===== src/quadrature_pulse_output_regs.vh =====
// register map and timing constants of the quadrature pulse output
// Overview of operation
// output period follows the frequency register; valid range 12 Hz to 20 kHz.
// mode one makes phase A lead; mode two makes phase B lead.
// present count rises by one on every phase edge, not per period.
// present count reaching target count sets the target-reached flag; the code sets it only while the continuous switch is off.
// target-reached flag clears only when the enable switch is turned off.
// frequency, target and mode changes accepted while enabled and flag off.
// frequency or target change leaves the present count unchanged.
// mode change during operation resets the present count to zero.
// software-visible present count refreshes once per scan.
// enable going on clears the present count before counting.
// enable going off stops output and keeps the last count.
// target count is 32 bits, low word first, high word second.
// present count is 32 bits, low word first, high word second.
// continuous switch on keeps pulses running past the target.
// enable switch starts generation; dropping it stops generation.
// generator runs only in controller run state; otherwise output inhibited.
// quadrature output and single pulse train exclude each other; first claimer wins.
// A and B are equal-period squares offset by a quarter period.
`ifndef QUADRATURE_PULSE_OUTPUT_REGS_VH
`define QUADRATURE_PULSE_OUTPUT_REGS_VH
`define ADDR_CONTROL 4'h0
`define ADDR_FREQUENCY 4'h1
`define ADDR_PHASE_ORDER 4'h2
`define ADDR_TARGET_LOW 4'h3
`define ADDR_TARGET_HIGH 4'h4
`define ADDR_PRESENT_LOW 4'h5
`define ADDR_PRESENT_HIGH 4'h6
`define CTRL_ENABLE_BIT 0
`define CTRL_CONTINUOUS_BIT 1
`define CTRL_REACHED_BIT 2
`define CTRL_OWNED_BIT 3
`define MODE_A_LEADS 16'h0001
`define MODE_B_LEADS 16'h0002
`define FREQ_MIN_HZ 16'h000c
`define FREQ_MAX_HZ 16'h4e20
`define FREQ_RESET 16'h03e8
`define CLOCK_HZ 100000000
`define TICK_HZ 32'd80000
`define TICK_DIV (`CLOCK_HZ / 80000)
`endif


===== src/quadrature_pulse_output.v =====
// quadrature (two-phase) pulse train generator with word register port
`timescale 1ns/1ps
`include "quadrature_pulse_output_regs.vh"
module quadrature_pulse_output (
  // clock and reset
  input wire mclk,
  input wire rst_b,
  // controller state
  input wire run_state,
  input wire scan_end,
  input wire single_pulse_train_instr,
  // register port
  input wire [3:0] addr,
  input wire [15:0] wdata,
  input wire wr,
  input wire rd,
  output reg [15:0] rdata,
  // phase outputs
  output reg phase_a,
  output reg phase_b,
  output wire quad_owns_output
);

  // ----------------------------------------------------------------
  // registers
  // ----------------------------------------------------------------
  reg pulse_out_enable;
  reg continuous_run_select;
  reg target_reached_flag;
  reg [15:0] output_frequency;
  reg [15:0] phase_order_select;
  reg [31:0] target_count;
  reg [31:0] count;
  reg [31:0] present_count;
  reg enable_d;
  reg [1:0] owner;
  reg [1:0] quad_state;
  reg [31:0] tick_acc;
  reg [15:0] div_cnt;

  localparam OWN_NONE = 2'b00;
  localparam OWN_QUAD = 2'b01;
  localparam OWN_PULSE = 2'b10;

  wire editable = pulse_out_enable & ~target_reached_flag;
  wire active = pulse_out_enable & run_state & (owner == OWN_QUAD) &
    (~target_reached_flag | continuous_run_select);
  wire mode_write = wr & (addr == `ADDR_PHASE_ORDER) & editable &
    (wdata != phase_order_select);

  assign quad_owns_output = (owner == OWN_QUAD);

  function [15:0] clamp_freq;
    input [15:0] f;
    begin
      if (f < `FREQ_MIN_HZ) begin
        clamp_freq = `FREQ_MIN_HZ;
      end else if (f > `FREQ_MAX_HZ) begin
        clamp_freq = `FREQ_MAX_HZ;
      end else begin
        clamp_freq = f;
      end
    end
  endfunction

  // ----------------------------------------------------------------
  // ownership of output hardware
  // ----------------------------------------------------------------
  always @(posedge mclk or negedge rst_b) begin
    if (!rst_b) begin
      owner <= OWN_NONE;
    end else if (!run_state) begin
      owner <= OWN_NONE;
    end else if (owner == OWN_NONE) begin
      if (single_pulse_train_instr) begin
        owner <= OWN_PULSE;
      end else if (pulse_out_enable) begin
        owner <= OWN_QUAD;
      end
    end
  end

  // ----------------------------------------------------------------
  // register writes
  // ----------------------------------------------------------------
  always @(posedge mclk or negedge rst_b) begin
    if (!rst_b) begin
      pulse_out_enable <= 1'b0;
      continuous_run_select <= 1'b0;
      output_frequency <= `FREQ_RESET;
      phase_order_select <= `MODE_A_LEADS;
      target_count <= 32'h0000_0000;
    end else if (wr) begin
      case (addr)
        `ADDR_CONTROL: begin
          pulse_out_enable <= wdata[`CTRL_ENABLE_BIT];
          continuous_run_select <= wdata[`CTRL_CONTINUOUS_BIT];
        end
        `ADDR_FREQUENCY: begin
          if (editable) begin
            output_frequency <= clamp_freq(wdata);
          end
        end
        `ADDR_PHASE_ORDER: begin
          if (editable) begin
            phase_order_select <= wdata;
          end
        end
        `ADDR_TARGET_LOW: begin
          if (editable) begin
            target_count[15:0] <= wdata;
          end
        end
        `ADDR_TARGET_HIGH: begin
          if (editable) begin
            target_count[31:16] <= wdata;
          end
        end
        default: begin
        end
      endcase
    end
  end

  // ----------------------------------------------------------------
  // tick divider: 80 kHz base at quarter-phase resolution
  // ----------------------------------------------------------------
  // the accumulator adds four times the frequency per tick, so a
  // quarter-period step occurs at 4*f per second
  reg step;
  always @(posedge mclk or negedge rst_b) begin
    if (!rst_b) begin
      div_cnt <= 16'h0000;
      tick_acc <= 32'h0000_0000;
      step <= 1'b0;
    end else begin
      step <= 1'b0;
      if (!active) begin
        div_cnt <= 16'h0000;
        tick_acc <= 32'h0000_0000;
      end else if (div_cnt == `TICK_DIV - 1) begin
        div_cnt <= 16'h0000;
        if (tick_acc + {14'h0000, output_frequency, 2'b00} >= `TICK_HZ) begin
          tick_acc <= tick_acc + {14'h0000, output_frequency, 2'b00} - `TICK_HZ;
          step <= 1'b1;
        end else begin
          tick_acc <= tick_acc + {14'h0000, output_frequency, 2'b00};
        end
      end else begin
        div_cnt <= div_cnt + 16'h0001;
      end
    end
  end

  // ----------------------------------------------------------------
  // quadrature sequencer and counter
  // ----------------------------------------------------------------
  always @(posedge mclk or negedge rst_b) begin
    if (!rst_b) begin
      quad_state <= 2'b00;
      phase_a <= 1'b0;
      phase_b <= 1'b0;
      count <= 32'h0000_0000;
      target_reached_flag <= 1'b0;
      enable_d <= 1'b0;
    end else begin
      enable_d <= pulse_out_enable;
      if (!pulse_out_enable) begin
        target_reached_flag <= 1'b0;
      end else if (count == target_count && !continuous_run_select &&
          enable_d && owner == OWN_QUAD) begin
        target_reached_flag <= 1'b1;
      end
      if (pulse_out_enable && !enable_d) begin
        count <= 32'h0000_0000;
      end else if (mode_write) begin
        count <= 32'h0000_0000;
      end else if (active && step) begin
        count <= count + 32'h0000_0001;
        // b-leads walks the gray sequence backwards, so a mode change
        // never moves both phases at once
        if (phase_order_select == `MODE_B_LEADS) begin
          quad_state <= quad_state - 2'b01;
        end else begin
          quad_state <= quad_state + 2'b01;
        end
      end
      if (run_state && owner == OWN_QUAD) begin
        // gray sequence gives a quarter-period offset; a generator stopped in run
        // state holds its levels so the drive sees no false step
        phase_a <= quad_state[1] ^ quad_state[0];
        phase_b <= quad_state[1];
      end else begin
        phase_a <= 1'b0;
        phase_b <= 1'b0;
      end
    end
  end

  // ----------------------------------------------------------------
  // scan snapshot and read port
  // ----------------------------------------------------------------
  always @(posedge mclk or negedge rst_b) begin
    if (!rst_b) begin
      present_count <= 32'h0000_0000;
    end else if (scan_end || (pulse_out_enable && !enable_d)) begin
      present_count <= (pulse_out_enable && !enable_d) ? 32'h0000_0000 : count;
    end
  end

  always @(posedge mclk or negedge rst_b) begin
    if (!rst_b) begin
      rdata <= 16'h0000;
    end else if (rd) begin
      case (addr)
        `ADDR_CONTROL: rdata <= {12'h000, quad_owns_output, target_reached_flag,
          continuous_run_select, pulse_out_enable};
        `ADDR_FREQUENCY: rdata <= output_frequency;
        `ADDR_PHASE_ORDER: rdata <= phase_order_select;
        `ADDR_TARGET_LOW: rdata <= target_count[15:0];
        `ADDR_TARGET_HIGH: rdata <= target_count[31:16];
        `ADDR_PRESENT_LOW: rdata <= present_count[15:0];
        `ADDR_PRESENT_HIGH: rdata <= present_count[31:16];
        default: rdata <= 16'h0000;
      endcase
    end else begin
      rdata <= 16'h0000;
    end
  end

endmodule // quadrature_pulse_output


===== config.mk =====
export PLATFORM = sky130hd
export DESIGN_NAME = quadrature_pulse_output
export DESIGN_NICKNAME = d
export VERILOG_FILES = /design/src/quadrature_pulse_output.v
export VERILOG_INCLUDE_DIRS = /design/src
export SDC_FILE = /design/constraint.sdc
export NUM_CORES = 1
export LEC_CHECK = 0
export BUFFER_PORTS_ARGS = -buffer_cell sky130_fd_sc_hd__buf_4
export CAP_MARGIN = 5
export CORE_MARGIN = 8
export CORE_UTILIZATION = 49
export CTS_CLUSTER_DIAMETER = 100
export DETAILED_ROUTE_END_ITERATION = 6
export PLACE_DENSITY = 0.77
export RECOVER_POWER = 25
export SLEW_MARGIN = 5
export SYNTH_ARGS = -nofsm -noshare
export SYNTH_HDL_FRONTEND = slang
export SYNTH_SLANG_ARGS = --single-unit
export TNS_END_PERCENT = 10

===== constraint.sdc =====
create_clock -name mclk -period 8.6 [get_ports mclk]
set_clock_uncertainty 0.15 [all_clocks]
set_input_delay 1.72 -clock mclk [delete_from_list [all_inputs] [get_ports mclk]]
set_output_delay 1.72 -clock mclk [all_outputs]
set_load 0.02 [all_outputs]

After elaboration in Yosys (flattened, before gate mapping) --
Index checks and enable logic that the tools add are counted. Widths: inputs -> output; s select.
Operators by class: $add $sub $neg 6, order comparisons 3, equality and inequality tests 15, mux-type cells 25, bitwise gates (word level) 12, reductions and logical operators 19
Operators by type and width (count):
- $mux 32 | 7
- $pmux 16 s7 | 1
- $mux 16 | 5
- $add 32x1->32 const B | 1
- $add 32x18->32 | 1
- $eq 32x32->1 | 1
- $ge 32x17->1 const B | 1
- $sub 32x17->32 const B | 1
- $add 16x1->16 const B | 1
- $eq 16x11->1 const B | 1
- $eq 16x2->1 const B | 1
- $gt 16x15->1 const B | 1
- $lt 16x4->1 const B | 1
- $ne 16x16->1 | 1
- $reduce_and 3->1 | 5
- $eq 4x3->1 const B | 3
- $mux 2 | 5
- $eq 4x2->1 const B | 2
- $and 1x1->1 | 7
- $mux 1 | 7
- $logic_and 1x1->1 | 6
- $ne 2x1->1 const B | 3
- $eq 4x1->1 const B | 1
- $logic_not 4->1 | 1
- 12 further kinds | 16
Storage, ports and cells: flip-flop bits (word level) 203, input port bits 27, logic and storage cells 98

Depth between registers and ports, before layout --
depth in word-level cells 7, depth in mapped cells 14, mapped depth without buffers 13

Least setup slack after synthesis --
OpenSTA, ideal clock, no wires.
path kind input-to-reg, from input addr[1], to register phase_order_select[10], library setup time 0.125 ns, arrival 3.662 ns, data required time 8.325 ns, slack 4.663 ns, stages 5, cell sequence clkbuf_1 > nand2b_1 > nor4_1 > clkbuf_1 > mux2_2
Between the ends: word-level cells in the longest chain between the ends 2
RTL lines:
- start, declared | RTL line quadrature_pulse_output.v:13 | input wire [3:0] addr,
- $eq 4x2->1 | RTL line quadrature_pulse_output.v:94 | case (addr)
- $reduce_and 3->1 (no line)
- end signal, assigned | RTL line quadrature_pulse_output.v:91 | phase_order_select <= `MODE_A_LEADS;
- end signal, assigned | RTL line quadrature_pulse_output.v:106 | phase_order_select <= wdata;
- end, declared | RTL line quadrature_pulse_output.v:31 | reg [15:0] phase_order_select;
Every way passes these cells. A chain may end at the register's enable or synchronous reset.

Final worst setup path --
from register output_frequency[0], to register tick_acc[31]
Between the ends: word-level cells in the longest chain between the ends 5, elaborated cells between the ends (all ways) 6, those cells by class add/sub: 2; order compare: 1; mux: 3
RTL lines:
- start, declared | RTL line quadrature_pulse_output.v:30 | reg [15:0] output_frequency;
- start signal, assigned | RTL line quadrature_pulse_output.v:90 | output_frequency <= `FREQ_RESET;
- start signal, assigned | RTL line quadrature_pulse_output.v:101 | output_frequency <= clamp_freq(wdata);
- $add 32x18->32 * | RTL line quadrature_pulse_output.v:143, quadrature_pulse_output.v:144, quadrature_pulse_output.v:147
- $sub 32x17->32 (no line) / $ge 32x17->1 (equally long branches)
- $mux 32 * | RTL line quadrature_pulse_output.v:143 | if (tick_acc + {14'h0000, output_frequency, 2'b00} >= `TICK_HZ) begin
- $mux 32 * | RTL line quadrature_pulse_output.v:141 | end else if (div_cnt == `TICK_DIV - 1) begin
- $mux 32 * | RTL line quadrature_pulse_output.v:138 | if (!active) begin
- end signal, assigned | RTL line quadrature_pulse_output.v:144 | tick_acc <= tick_acc + {14'h0000, output_frequency, 2'b00} - `TICK_HZ;
- end signal, assigned | RTL line quadrature_pulse_output.v:147 | tick_acc <= tick_acc + {14'h0000, output_frequency, 2'b00};
- end, declared | RTL line quadrature_pulse_output.v:38 | reg [31:0] tick_acc;
Every way passes the cells marked *; elsewhere a longest branch is shown, timed or not. The select of a mux whose other input is x is not followed.

==> qor.csv <==
metric,value,unit
RSZ-0062 raised after global routing,no,
synth warn,0,
"Power, Total",0.00244,W
post-synthesis sequential area ratio,43.9,%
Yosys top cell area share,42.3,%
Tmin final,4.48,ns
Critical Path RT,8.90,ns
Worst Hold Path EP,output_frequency[5],
share of cells above drive strength 1,15.0,%
largest area contributor in the netlist,dfrtp_1,
worst slew pin tran,2.44,ns
Yosys cell types,71,
vias per inst,6.13,
hold buffers post-CTS,0,
"top cells by area, synth","dfrtp_1 (42%), mux2_2 (5.2%), xnor2_1 (4.7%)",
syn_area_per_cell,9.72,um2
FMAX,223,MHz
Slew Limit Fails,33,
grt ovf,0,
total core area,0.0233,mm2
largest net degree at the start of global routing,118,
Arrival @ worst endpoint,4.78,ns
Main synth FF type,dfrtp_1,
H-tree Lvls,1,
first-pass GRT wire length,52100,um
failing checks,"design-rule violations, max-capacitance violations, max-slew violations",
# rows,56,
CTS tree,yes,
fill cell count,2046,
io pins,46,
status,"finished, violations left",
Worst R2R End,tick_acc[31],
kind of start point of the critical path,flip-flop,
TritonCTS buffer count,23,
Final ANT Viol Nets,0,
vias in the first global route,9134,
TNS Setup,0,ns
via count,9464,
worst vdd ir,177,uV
Setup WS pre-CTS,4.16,ns
CP Class,flip-flop to flip-flop,
height of the die,169,um
Worst-Skew Late Latency,0.53,ns
asr flop ratio synth,100,%
antenna violations before repair,1,
CTS Sinks,201,
Post-CTS Setup Bufs,0,
Cells after DPL,1501,
r2r setup slk,4.12,ns
Starting DRT DRC Count,988,
final number of setup-violating endpoints,0,
min-delay worst type,flip-flop to flip-flop,
most instantiated cells after synthesis,"dfrtp_1 (194), nor2_1 (121), nand2_1 (97), xnor2_1 (62), xor2_1 (54)",
crit end category,flip-flop,
"Clk pin slew, worst setup/hold paths",0.06,ns
routed len/inst,21.2,um
die area,0.0286,mm2
clock root buffer,clkbuf_16,
RePlAce Congestion,0.931,
PortBufs,45,
Area Growth Syn to Fin,12.4,%
most numerous cell in the Yosys netlist,dfrtp_1,
Hold Path Stages,2,
Tcrit/Tclk final,52.1,%
Starting Density,49.3,%
Final HPWL DP,22900,um
Cells after Synth,1180,
Post-Syn Nets,1228,
DRC,7,
number of max-cap violations,1,
Layout Nets,1255,
Leak,5.59,nW
FF-to-FF Start,output_frequency[0],
Finished Layout Cells,1543,
Total Wirelength,32600,um
Mapped Area,0.0115,mm2
"EDFF count, synth",0,
PD cells,190,mW/mm2
CP max FO,7,
final worst slack,4.12,ns
All-Layer GR Usage,22.9,%
Post-CTS Resized,0,
Slew HR,-62.4,%
final hold vios,0,
1st-pass router iterations,7,
die width,169,um
Util after Layout,55.4,%
hold path start,output_frequency[5],
Yosys reg bits,201,
antenna cells,0,
worst r2r path cells,13,
Max Root-Sink Buffers,3,
[sequential cells by signal, indices dropped and copies added, names as in the netlist]
register	count
enable_d	1
phase_order_select	16
owner	2
pulse_out_enable	1
tick_acc	30
present_count	32
target_count	32
continuous_run_select	1
div_cnt	16
count	32
step	1
output_frequency	16
phase_b	1
target_reached_flag	1
phase_a	1
rdata	16
quad_state	2
[cells in the final DEF (no fill, tap or decap), drive strengths merged, types with 4 or more instances in the layout]
cell type,synthesis,final
dfrtp,194,194
and2,12,12
nor2,121,121
a211o,5,5
a21o,6,6
xor2,54,54
dfstp,7,7
mux2i,47,47
ha,20,20
xnor2,62,62
o21ai,58,58
nor4,22,22
a22oi,46,46
nor4b,7,7
nor3,26,26
clkinv,0,5
buf,18,55
a22o,6,6
nand4,31,31
nand2b,10,10
a21oi,52,52
o211ai,10,10
nor2b,8,8
mux2,53,53
and3,21,21
a211oi,15,15
nand3,32,32
clkbuf,39,32
and4,7,7
a31oi,21,21
o31ai,4,4
inv,15,18
nand2,97,97
or3,14,14
[through the flow]
step                      instance area, um2  hold WS (ns)
after floorplan                        11500         0.294
after global routing                   12900         0.353
after CTS                              12900         0.325
after global placement                 12100         0.313
after detailed placement               12100         0.315
final                                  12900         0.325
[final cells by class]
cell class                 instances  area [um2]  share of cell area (%)
multi-input combinational        907        6160                    47.8
tap                              319         399                    3.09
sequential                       201        5040                    39.1
clock inverter                    14         175                    1.36
clock buffer                      28         624                    4.84
timing repair buffer              59         438                    3.40
inverter                          15        56.3                   0.437
[how the worst max path moves through the flow]
stage,start,end,cells after the start
CTS,output_frequency[0],tick_acc[8],12
global route,output_frequency[0],tick_acc[31],13
detailed placement,output_frequency[0],tick_acc[8],12
global placement,output_frequency[0],tick_acc[8],12
finish,output_frequency[0],tick_acc[31],13
floorplan,addr[1],phase_order_select[10],5
[worst max-delay path, stage by stage, from the launching register on]
cell      delay [ns]
dfrtp_1         0.40
ha_1            0.26
fa_1            0.46
a211oi_2        0.34
o21ai_0         0.25
xnor2_1         0.32
ha_1            0.21
inv_1           0.05
o2111a_1        0.27
o31ai_1         0.72
nand3_1         0.14
nor4_1          0.37
mux2i_1         0.28
mux2i_1         0.19
[where the power goes]
group / switching [W] / internal [W]
combinational: 0.000186 / 0.000133
clock: 0.000420 / 0.000615
sequential: 0.0000806 / 0.00101
total: 0.000687 / 0.00176
[per-layer routing]
metal  up-vias  global-route usage (%)  part of all wire [%]
li1       4355                       -                     -
met1      4593                    33.0                    45
met2       447                    34.0                    43
met3        67                    4.64                   8.5
met4         2                    6.96                   2.8
met5         -                       0                 0.034
[cell families (layout without fill, tap and decap cells)]
logic type	count (synthesis)	count (layout)	share of synthesized area [%]
mux	100	100	9.30
compound gates	250	250	14.7
xor+xnor	116	116	8.86
flops	201	201	43.9
simple gates	420	420	18.3
buf+inv	72	116	2.61
fa+ha+maj	21	21	2.36
Power figures use the tool's default switching activity.
